[src/shared/rsmcp_defs.svh]
/*
 File: constants for the serial control port (timing, characters, baud selection).
 Assumptions: included by its bare name from the design file that holds the port; the 200 MHz clock is the only clock.
*/
`ifndef RSMCP_DEFS_SVH
`define RSMCP_DEFS_SVH
`define RSMCP_CLK_HZ 200000000
`define RSMCP_BAUD_0 9600
`define RSMCP_BAUD_1 19200
`define RSMCP_BAUD_2 57600
`define RSMCP_BAUD_3 115200
`define RSMCP_DATA_BITS 8
`define RSMCP_CHAR_CR 8'h0D
`define RSMCP_CHAR_LF 8'h0A
`define RSMCP_BIT_LAST 3'h7
`define RSMCP_CTS_SLACK 5'h04
`define RSMCP_MIN_BIT_CLKS 8
`define RSMCP_MIN_FIFO_DEPTH 8
`endif

[src/logic/rsmcp_fifo.sv]
/*
 File: holds no logic; the receive FIFO module rsmcp_fifo is kept in logic/rsmcp_port.sv with the rest of the port.
 Assumptions: nothing in this file is needed to build the design.
*/

[src/shared/rsmcp_pkg.sv]
/*
 File: types shared by the serial control port.
 Assumptions: compiled before the design files.
*/
package rsmcp_pkg;
   typedef enum logic [1:0] {RSMCP_B9600, RSMCP_B19200, RSMCP_B57600, RSMCP_B115200} rsmcp_baud_e;
   typedef enum {RSMCP_IDLE, RSMCP_START, RSMCP_DATA, RSMCP_STOP} rsmcp_state_e;
   typedef struct packed {
      logic [7:0] data;
      logic eol;
   } rsmcp_char_s;
endpackage : rsmcp_pkg

[src/logic/rsmcp_port.sv]
/*
 File: serial control port top: receiver, transmitter, modem-control gating and the receive FIFO.
 Assumptions: link pins are synchronous to the 200 MHz clock; modem lines are active high at these ports,
 an unconnected line reads as low; the command processor drains rx_* and feeds tx_*.
*/
`include "rsmcp_defs.svh"
module rsmcp_fifo #(
   parameter int WIDTH = 9,
   parameter int DEPTH = 32
) (
   input wire logic clock,
   input wire logic rst_n,
   input wire logic [WIDTH-1:0] in_data,
   input wire logic in_valid,
   output logic in_ready,
   output logic [WIDTH-1:0] out_data,
   output logic out_valid,
   input wire logic out_ready,
   output logic [$clog2(DEPTH):0] level
);
   localparam int AW = $clog2(DEPTH);
   // Pointers carry one extra bit, so full and empty differ without a separate flag.
   if (DEPTH < 2 || (1 << AW) != DEPTH || WIDTH < 1) begin : g_bad_size
      $error("rsmcp_fifo: DEPTH must be a power of two and WIDTH positive");
   end
   logic [WIDTH-1:0] mem [DEPTH];
   logic [AW:0] wr_reg;
   logic [AW:0] rd_reg;
   wire logic do_wr = in_valid && in_ready;
   wire logic do_rd = out_valid && out_ready;
   assign level = wr_reg - rd_reg;
   assign in_ready = (level != (AW+1)'(DEPTH));
   assign out_valid = (wr_reg != rd_reg);
   assign out_data = mem[rd_reg[AW-1:0]];
   always_ff @(posedge clock) begin
      if (do_wr) mem[wr_reg[AW-1:0]] <= in_data;
   end
   always_ff @(posedge clock) begin
      if (!rst_n) begin
         wr_reg <= '0;
         rd_reg <= '0;
      end else begin
         wr_reg <= wr_reg + (AW+1)'(do_wr);
         rd_reg <= rd_reg + (AW+1)'(do_rd);
      end
   end
endmodule : rsmcp_fifo

module rsmcp_port #(
   parameter int FIFO_DEPTH = 32,
   parameter int CLK_HZ = `RSMCP_CLK_HZ
) (
   input wire logic clock,
   input wire logic rst_n,
   input wire logic port_enable,
   input wire rsmcp_pkg::rsmcp_baud_e baud_sel,
   input wire logic rxd,
   output logic txd,
   input wire logic host_dtr,
   input wire logic host_rts,
   output logic dev_dsr,
   output logic dev_cts,
   output rsmcp_pkg::rsmcp_char_s rx_char,
   output logic rx_valid,
   input wire logic rx_ready,
   input wire logic [7:0] tx_data,
   input wire logic tx_valid,
   output logic tx_ready,
   output logic rx_dropped
);
   localparam int DIVW = 16;
   // The slowest rate must fit the bit counter and the fastest must leave a few clocks per bit.
   if (FIFO_DEPTH < `RSMCP_MIN_FIFO_DEPTH || CLK_HZ < `RSMCP_MIN_BIT_CLKS * `RSMCP_BAUD_3 ||
      CLK_HZ / `RSMCP_BAUD_0 >= (1 << DIVW)) begin : g_bad_param
      $error("rsmcp_port: FIFO_DEPTH or CLK_HZ out of range");
   end
   function automatic logic [DIVW-1:0] bit_cycles(input rsmcp_pkg::rsmcp_baud_e sel);
      case (sel)
         rsmcp_pkg::RSMCP_B9600: bit_cycles = DIVW'(CLK_HZ / `RSMCP_BAUD_0);
         rsmcp_pkg::RSMCP_B19200: bit_cycles = DIVW'(CLK_HZ / `RSMCP_BAUD_1);
         rsmcp_pkg::RSMCP_B57600: bit_cycles = DIVW'(CLK_HZ / `RSMCP_BAUD_2);
         default: bit_cycles = DIVW'(CLK_HZ / `RSMCP_BAUD_3);
      endcase
   endfunction : bit_cycles
   wire logic [DIVW-1:0] bit_len = bit_cycles(baud_sel);
   wire logic [DIVW-1:0] half_len = bit_len >> 1;
   // Host present and port enabled: only then is received data accepted.
   wire logic link_up = port_enable && host_dtr;
   // Receiver.
   rsmcp_pkg::rsmcp_state_e rs_reg;
   logic [DIVW-1:0] rcnt_reg;
   logic [2:0] rbit_reg;
   logic [7:0] rsh_reg;
   logic rpush_reg;
   logic rxd_reg;
   logic rdrop_reg;
   wire logic rtick = (rcnt_reg == '0);
   wire rsmcp_pkg::rsmcp_char_s push_char = '{data: rsh_reg, eol: (rsh_reg == `RSMCP_CHAR_CR) ||
      (rsh_reg == `RSMCP_CHAR_LF)};
   wire logic fifo_in_ready;
   wire logic [$clog2(FIFO_DEPTH):0] fifo_level;
   wire logic stop_ok = rtick && rxd_reg;
   always_ff @(posedge clock) begin
      if (!rst_n) begin
         rs_reg <= rsmcp_pkg::RSMCP_IDLE;
         rcnt_reg <= '0;
         rbit_reg <= '0;
         rsh_reg <= '0;
         rpush_reg <= 1'b0;
         rxd_reg <= 1'b1;
         rdrop_reg <= 1'b0;
      end else begin
         rxd_reg <= rxd;
         rpush_reg <= 1'b0;
         rdrop_reg <= 1'b0;
         rcnt_reg <= rtick ? '0 : rcnt_reg - 1'b1;
         case (rs_reg)
            rsmcp_pkg::RSMCP_IDLE: if (!rxd_reg) begin
               rs_reg <= rsmcp_pkg::RSMCP_START;
               rcnt_reg <= half_len;
            end
            rsmcp_pkg::RSMCP_START: if (rtick) begin
               rs_reg <= rxd_reg ? rsmcp_pkg::RSMCP_IDLE : rsmcp_pkg::RSMCP_DATA;
               // Reloading one less than the bit length makes each sample exactly one bit apart.
               rcnt_reg <= bit_len - 1'b1;
               rbit_reg <= '0;
            end
            rsmcp_pkg::RSMCP_DATA: if (rtick) begin
               rsh_reg <= {rxd_reg, rsh_reg[7:1]};
               rcnt_reg <= bit_len - 1'b1;
               rbit_reg <= rbit_reg + 1'b1;
               if (rbit_reg == `RSMCP_BIT_LAST) rs_reg <= rsmcp_pkg::RSMCP_STOP;
            end
            rsmcp_pkg::RSMCP_STOP: if (rtick) begin
               rs_reg <= rsmcp_pkg::RSMCP_IDLE;
               // Without a host present the character is noise and never queued.
               rpush_reg <= stop_ok && link_up && fifo_in_ready;
               rdrop_reg <= stop_ok && link_up && !fifo_in_ready;
            end
            default: rs_reg <= rsmcp_pkg::RSMCP_IDLE;
         endcase
      end
   end
   wire rsmcp_pkg::rsmcp_char_s fifo_out;
   wire logic fifo_valid;
   // The output register refills whenever it is empty or being taken, so it never stalls the queue.
   wire logic fifo_pop = fifo_valid && (!rx_valid || rx_ready);
   rsmcp_fifo #(.WIDTH($bits(rsmcp_pkg::rsmcp_char_s)), .DEPTH(FIFO_DEPTH)) u_rxq (
      .clock(clock),
      .rst_n(rst_n),
      .in_data(push_char),
      .in_valid(rpush_reg),
      .in_ready(fifo_in_ready),
      .out_data(fifo_out),
      .out_valid(fifo_valid),
      .out_ready(fifo_pop),
      .level(fifo_level)
   );
   // Registered head of queue: outputs come from flops, at the cost of one extra word of storage.
   always_ff @(posedge clock) begin
      if (!rst_n) begin
         rx_valid <= 1'b0;
         rx_char <= '0;
      end else if (fifo_pop) begin
         rx_valid <= 1'b1;
         rx_char <= fifo_out;
      end else if (rx_ready) begin
         rx_valid <= 1'b0;
      end
   end
   // Clear-to-send drops with room for a few characters, since the host may finish one already begun.
   wire logic room = fifo_level < ($clog2(FIFO_DEPTH)+1)'(FIFO_DEPTH - `RSMCP_CTS_SLACK);
   // Transmitter.
   rsmcp_pkg::rsmcp_state_e ts_reg;
   logic [DIVW-1:0] tcnt_reg;
   logic [2:0] tbit_reg;
   logic [7:0] tsh_reg;
   wire logic ttick = (tcnt_reg == '0);
   wire logic tx_take = (ts_reg == rsmcp_pkg::RSMCP_IDLE) && tx_valid && tx_ready;
   // Ready is registered, so a drop of request-to-send stops new characters one clock later.
   wire logic tx_idle_next = ((ts_reg == rsmcp_pkg::RSMCP_IDLE) && !tx_take) ||
      ((ts_reg == rsmcp_pkg::RSMCP_STOP) && ttick);
   always_ff @(posedge clock) begin
      if (!rst_n) begin
         ts_reg <= rsmcp_pkg::RSMCP_IDLE;
         tcnt_reg <= '0;
         tbit_reg <= '0;
         tsh_reg <= '0;
         txd <= 1'b1;
         dev_dsr <= 1'b0;
         dev_cts <= 1'b0;
         rx_dropped <= 1'b0;
         tx_ready <= 1'b0;
      end else begin
         dev_dsr <= port_enable;
         dev_cts <= link_up && room;
         rx_dropped <= rdrop_reg;
         tx_ready <= tx_idle_next && host_rts && port_enable;
         tcnt_reg <= ttick ? '0 : tcnt_reg - 1'b1;
         case (ts_reg)
            rsmcp_pkg::RSMCP_IDLE: if (tx_take) begin
               ts_reg <= rsmcp_pkg::RSMCP_START;
               tsh_reg <= tx_data;
               tcnt_reg <= bit_len - 1'b1;
               txd <= 1'b0;
            end
            rsmcp_pkg::RSMCP_START: if (ttick) begin
               ts_reg <= rsmcp_pkg::RSMCP_DATA;
               tcnt_reg <= bit_len - 1'b1;
               tbit_reg <= '0;
               txd <= tsh_reg[0];
               tsh_reg <= tsh_reg >> 1;
            end
            rsmcp_pkg::RSMCP_DATA: if (ttick) begin
               tcnt_reg <= bit_len - 1'b1;
               tbit_reg <= tbit_reg + 1'b1;
               if (tbit_reg == `RSMCP_BIT_LAST) begin
                  ts_reg <= rsmcp_pkg::RSMCP_STOP;
                  txd <= 1'b1;
               end else begin
                  txd <= tsh_reg[0];
                  tsh_reg <= tsh_reg >> 1;
               end
            end
            rsmcp_pkg::RSMCP_STOP: if (ttick) ts_reg <= rsmcp_pkg::RSMCP_IDLE;
            default: ts_reg <= rsmcp_pkg::RSMCP_IDLE;
         endcase
      end
   end
endmodule : rsmcp_port

[config.mk]
export PLATFORM = sky130hd
export DESIGN_NAME = rsmcp_port
export DESIGN_NICKNAME = d
export VERILOG_FILES = /design/src/logic/rsmcp_fifo.sv /design/src/shared/rsmcp_pkg.sv /design/src/logic/rsmcp_port.sv
export VERILOG_INCLUDE_DIRS = /design/src /design/src/shared
export SDC_FILE = /design/constraint.sdc
export NUM_CORES = 1
export LEC_CHECK = 0
export ABC_AREA = 0
export ABC_CLOCK_PERIOD_IN_PS = 3900
export BUFFER_PORTS_ARGS = -buffer_cell sky130_fd_sc_hd__buf_4
export CAP_MARGIN = 20
export CORE_MARGIN = 2
export CORE_UTILIZATION = 56
export DETAILED_ROUTE_END_ITERATION = 7
export PLACE_DENSITY_LB_ADDON = 0.12
export SETUP_SLACK_MARGIN = 0.02
export SYNTH_ARGS = -nofsm -noshare
export SYNTH_HDL_FRONTEND = slang
export SYNTH_HIERARCHICAL = 1
export SYNTH_SLANG_ARGS = --single-unit
[constraint.sdc]
create_clock -name clock -period 3.9 [get_ports clock]
set_clock_uncertainty 0.2 [all_clocks]
set_input_delay 0.78 -clock clock [delete_from_list [all_inputs] [get_ports clock]]
set_output_delay 0.78 -clock clock [all_outputs]
set_load 0.02 [all_outputs]
==> impl_metrics.env, run 1 <==
export IMPL_outcome="finished, final reports clean"
export IMPL_grt_max_degree=93
export IMPL_synth_area_sq_um=16300
export IMPL_hpwl_um=23800
export IMPL_area_delta_synth_final_pct=12.9
export IMPL_ant_nets=0
export IMPL_use_met3_pct=3.76
export IMPL_grt_setup_unrepaired="no"
export IMPL_setup_viol=0
export IMPL_fin_tns_setup_ns=0
export IMPL_via_per_inst=6.22
export IMPL_fin_total_pwr_mw=9.98
export IMPL_critPathMaxFanout=34
export IMPL_die_h_um=175
export IMPL_worstSetupPathType="reg2reg"
export IMPL_timing_slew_headroom_pct=45.0
export IMPL_min_path_type="in2reg"
export IMPL_htree_num_levels=2
export IMPL_grt_pass1_vias=9952
export IMPL_cts_made_buffers=39
export IMPL_p_leak_nw=6.08
export IMPL_clock_sinks=376
export IMPL_core_area_sq_um=28700
export IMPL_hold_path_depth=2
export IMPL_io_pins=33
export IMPL_period_share_pct=87.7
export IMPL_dieArea_sq_um=30500
export IMPL_track_usage_pct=24.7
export IMPL_fp_row_count=62
export IMPL_cap_violations=0
export IMPL_clk_path_buf_depth=3
export IMPL_reg2reg_depth=14
export IMPL_syn_nets=1173
export IMPL_port_buffers=32
export IMPL_drc=0
export IMPL_syn_inst=1123
export IMPL_die_x_um=175
export IMPL_grtUsageMet1_pct=33.6
export IMPL_grt_util_met2_pct=40.9
export IMPL_required_ns=4.12
export IMPL_drive_gt1_share_pct=19.1
export IMPL_start_util_pct=56.8
export IMPL_syn_area_per_cell_sq_um=14.5
export IMPL_postCtsHoldBufs=0
export IMPL_p_per_area_nw_per_um2=542
export IMPL_top_usage_layer="met2"
export IMPL_max_vdd_ir_drop_mv=0.565
export IMPL_grt_pass1_wl_um=57400
export IMPL_final_nets=1246
export IMPL_cts_root_buf="clkbuf_16"
export IMPL_wl_per_cell_um=22.9
export IMPL_worstSetupStartpointType="register"
export IMPL_cts_resized_gates=0
export IMPL_timing_hold_violations_final=0
export IMPL_clk_latency_ns=0.52
export IMPL_max_freq_ghz=0.292
export IMPL_period_minus_slack_ns=3.42
export IMPL_via_count=10012
export IMPL_arrival_ns=3.64
export IMPL_routed_wl_um=36900
export IMPL_tritoncts="yes"
export IMPL_slew_viol_final=0
export IMPL_end_kind="register"
export IMPL_post_cts_buffers=0
export IMPL_antenna_found_initial=0
export IMPL_worst_pin_slew_ns=0.823
export IMPL_clk_pin_slew_ns=0.06
export IMPL_gp_congestion=0.884
export IMPL_drt_pass1_iterations=4
export IMPL_synth_warnings=6
export IMPL_drt_initial_drc_count=745
export IMPL_largest_register_ffs=288
export IMPL_num_antenna_cells=0
export IMPL_globalRouteOverflowTotal=0
[stage by stage]
| step | cell area (sq um) | instances | setup slack [ns] | hold WS [ns] | utilization [%] |
|---|---|---|---|---|---|
| 2_1_floorplan | 16300 | 1123 | -0.152 | 0.212 | - |
| 3_3_place_gp | 17200 | 1537 | 0.621 | 0.225 | 59.9 |
| 3_5_place_dp | 17200 | 1539 | 0.565 | 0.242 | 60.0 |
| 4_1_cts | 18400 | 1610 | 0.539 | 0.232 | 64.2 |
| 5_1_grt | 18400 | 1610 | 0.244 | 0.252 | 64.2 |
| 6_report | 18400 | 1610 | 0.479 | 0.242 | 64.2 |
[path summary, 6_finish.rpt]
check,to,slack [ns],startpoint
setup / recovery,u_rxq/wr_reg[4],0.48,u_rxq/wr_reg[0]
hold / removal,rxd_reg,0.24,rxd
setup reg to reg,u_rxq/wr_reg[4],0.48,u_rxq/wr_reg[0]
hold reg to reg,rx_dropped,0.24,rdrop_reg
[layout by cell type, fill, tap and decap left out, types with 16 or more instances in the layout]
cell         n
and2_1      20
nor2_1      52
mux2i_1     48
a21oi_1     67
buf_4       87
nand2_1     68
edfxtp_1   288
nand3_1     32
o22ai_1     24
o21ai_0     23
a211oi_1    34
dfxtp_1     86
ha_1        31
clkbuf_16   40
xnor2_1     16
inv_1       23
xor2_1      16
mux4_2      45
[metal layers]
metal | routed length, um | share of wire (%)
met1 | 15700 | 43
met2 | 17800 | 48
met3 | 2060 | 5.6
met4 | 1300 | 3.5
met5 | 0 | 0
[area by class of cell]
type	count	area, sq um
clock inverter	19	138
clock buffer	52	1070
fill	2129	10300
sequential	376	10400
tap	384	480
inverter	27	101
multi-input combinational	662	5520
timing repair buffer	90	696
[where the power goes]
group | switching (mW) | internal [mW] | leakage, nW | total [mW]
clock | 1.49 | 2.00 | 0.597 | 3.49
combinational | 1.05 | 0.767 | 2.17 | 1.82
sequential | 0.221 | 4.44 | 3.31 | 4.66
[critical path, stage by stage (launching register included)]
cell and delay (ns):
dfxtp_1 0.37, inv_1 0.10, ha_1 0.23, fa_1 0.40, nand2b_1 0.16, a21oi_1 0.15, xor2_1 0.13, nor4_4 0.22
buf_4 0.42, a21boi_1 0.13, ha_1 0.25, ha_1 0.21, nand3_1 0.10, xnor2_1 0.08, and2_1 0.16
No activity file was read; power rests on OpenSTA's default activity.
==> inputs of run 2 (changes only) <==
--- a/config.mk
+++ b/config.mk
@@ -16,3 +16,2 @@
 export PLACE_DENSITY_LB_ADDON = 0.12
-export SETUP_SLACK_MARGIN = 0.02
 export SYNTH_ARGS = -nofsm -noshare
==> constraint.sdc (replaced) <==
create_clock -name clock -period 3.9 [get_ports clock]
set_clock_uncertainty 0.2 [all_clocks]
set_input_delay 0 -clock clock [delete_from_list [all_inputs] [get_ports clock]]
set_output_delay 0 -clock clock [all_outputs]
set_load 0.02 [all_outputs]
==> run 2 against run 1 <==
Against the previous run: cell area increased by 1.4%; critical path depth unchanged; clock power about the same; count of clock-buffer cells in the layout unchanged; flip-flop and latch count unchanged; cell count increased by 1.6%; largest power group unchanged; critical path type unchanged; total power increased by 0.24%.
==> impl_metrics.env, run 2 (synthesis results as in run 1) <==
export IMPL_outcome="finished, final reports clean"
export IMPL_tritoncts="yes"
export IMPL_min_to="tsh_reg[5]"
export IMPL_critical_path_top_delay_family="adder cells"
export IMPL_antenna_found_initial=0
export IMPL_cts_made_buffers=39
export IMPL_cap_violations=0
export IMPL_drt_initial_drc_count=811
export IMPL_worstSetupStartpointType="register"
export IMPL_clk_pin_slew_ns=0.06
export IMPL_timing_hold_violations_final=0
export IMPL_globalRouteOverflowTotal=0
export IMPL_routed_wl_um=37000
export IMPL_end_kind="register"
export IMPL_start_util_pct=56.8
export IMPL_core_area_sq_um=28700
export IMPL_grt_pass1_vias=10102
export IMPL_post_cts_buffers=0
export IMPL_io_pins=33
export IMPL_slew_viol_final=0
export IMPL_cts_root_buf="clkbuf_16"
export IMPL_final_cell_mix="edfxtp_1 (288), buf_4 (87), dfxtp_1 (86)"
export IMPL_die_h_um=175
export IMPL_max_vdd_ir_drop_mv=0.572
export IMPL_htree_num_levels=2
export IMPL_holdWs_ns=0.209
export IMPL_dp_slack_ns=0.565
export IMPL_fp_row_count=62
export IMPL_min_path_type="in2reg"
export IMPL_crit_slowest_cell="buf_4"
export IMPL_via_count=10065
export IMPL_port_buffers=32
export IMPL_r2r_end="u_rxq/wr_reg[4]"
export IMPL_ant_nets=0
export IMPL_track_usage_pct=24.9
export IMPL_clk_path_buf_depth=3
export IMPL_timing_slew_headroom_pct=44.9
export IMPL_fin_tns_setup_ns=0
export IMPL_grt_pass1_wl_um=57800
export IMPL_worst_pin_slew_ns=0.824
export IMPL_grt_setup_unrepaired="no"
export IMPL_drive_gt1_share_pct=18.7
export IMPL_hpwl_um=23800
export IMPL_max_freq_ghz=0.292
export IMPL_clock_sinks=376
export IMPL_fin_util_pct=65.0
export IMPL_worst_slack_ns=0.477
export IMPL_largest_register_ffs=288
export IMPL_rrSetupSlack_ns=0.48
export IMPL_grt_max_degree=93
export IMPL_period_minus_slack_ns=3.42
export IMPL_num_antenna_cells=0
export IMPL_crit_buf_inv=2
export IMPL_worstSetupPathType="reg2reg"
export IMPL_hold_start="tx_data[5]"
export IMPL_crit_path_frequent_cell="ha_1"
export IMPL_p_per_area_nw_per_um2=536
export IMPL_die_x_um=175
export IMPL_hold_path_depth=4
export IMPL_clk_latency_ns=0.52
export IMPL_drt_pass1_iterations=5
export IMPL_required_ns=4.12
export IMPL_wl_per_cell_um=22.7
export IMPL_postPlaceCellArea_sq_um=17200
export IMPL_p_leak_nw=6.18
export IMPL_fillCellCount=2102
export IMPL_via_per_inst=6.16
export IMPL_period_share_pct=87.8
export IMPL_drc=0
export IMPL_rr_startpoint="u_rxq/wr_reg[0]"
export IMPL_arrival_ns=3.64
export IMPL_gp_congestion=0.884
export IMPL_critical_path_max_stage_delay_ns=0.42
export IMPL_critPathMaxFanout=34
export IMPL_area_delta_synth_final_pct=14.5
export IMPL_dieArea_sq_um=30500
export IMPL_cts_resized_gates=0
export IMPL_final_nets=1271
export IMPL_final_cell_area_sq_um=18700
export IMPL_path_cells="inv_1, ha_1, fa_1, nand2b_1, a21oi_1, xor2_1, nor4_4, buf_4, a21boi_1, ha_1, ha_1, nand3_1, xnor2_1, and2_1"
export IMPL_reg2reg_depth=14
export IMPL_setup_viol=0
export IMPL_postCtsHoldBufs=25
export IMPL_layout_commonest_cell="edfxtp_1"
## run 2: changes by cell type in the layout (fill, tap and decap cells not counted)
| cell | before | now |
|---|---|---|
| dlygate4sd3_1 | 0 | 25 |
## run 2: power by group
group	leakage (nW)	internal, mW	switching [mW]
clock network	0.597	2.00	1.48
registers	3.31	4.44	0.222
logic	2.27	0.790	1.06
## run 2: how the worst max path moves through the flow
stage,from,to,cells after the start
finish,u_rxq/wr_reg[0],u_rxq/wr_reg[4],14
global route,u_rxq/wr_reg[0],u_rxq/wr_reg[5],13
CTS,u_rxq/wr_reg[0],u_rxq/wr_reg[4],14
detailed placement,u_rxq/wr_reg[0],u_rxq/wr_reg[2],13
global placement,u_rxq/wr_reg[0],u_rxq/wr_reg[2],13
floorplan,u_rxq/rd_reg[2],u_rxq/mem[26][0],9
## run 2: cell type report
type                       instances  area [sq um]  area share [%]
clock buffer                      52          1070            5.71
clock inverter                    19           138           0.737
inverter                          27           101           0.543
multi-input combinational        662          5520            29.6
sequential                       376         10400            55.8
tap                              384           480            2.57
timing repair buffer             115           946            5.07
## run 2: worst register-to-register path, delay by kind of cell, from the launching register on
kind	cells	cell delay (ns)
AO/OA/AOI/OAI	2	0.29
XOR/XNOR	2	0.21
adder cells (fa/ha/maj)	4	1.09
buffers and inverters	2	0.52
flip-flops	1	0.37
AND/OR/NAND/NOR	4	0.64
## run 2: metal layers
layer  vias up  routed length, um  track usage [%]  share of wire [%]
met5         -                  0                0                  0
met2       344              18000             41.4                 49
met1      5012              15500             33.5                 42
li1       4630                  -                -                  -
met3        79               2180             3.76                5.9
met4         0               1340             9.20                3.6
## run 2: through the flow
stage / power [mW] / std cells
finish: 10.0 / 1635
global route: 10.4 / 1635
CTS: 10.0 / 1635
detailed placement: 6.54 / 1539
global placement: 6.52 / 1537
floorplan: 6.19 / 1123
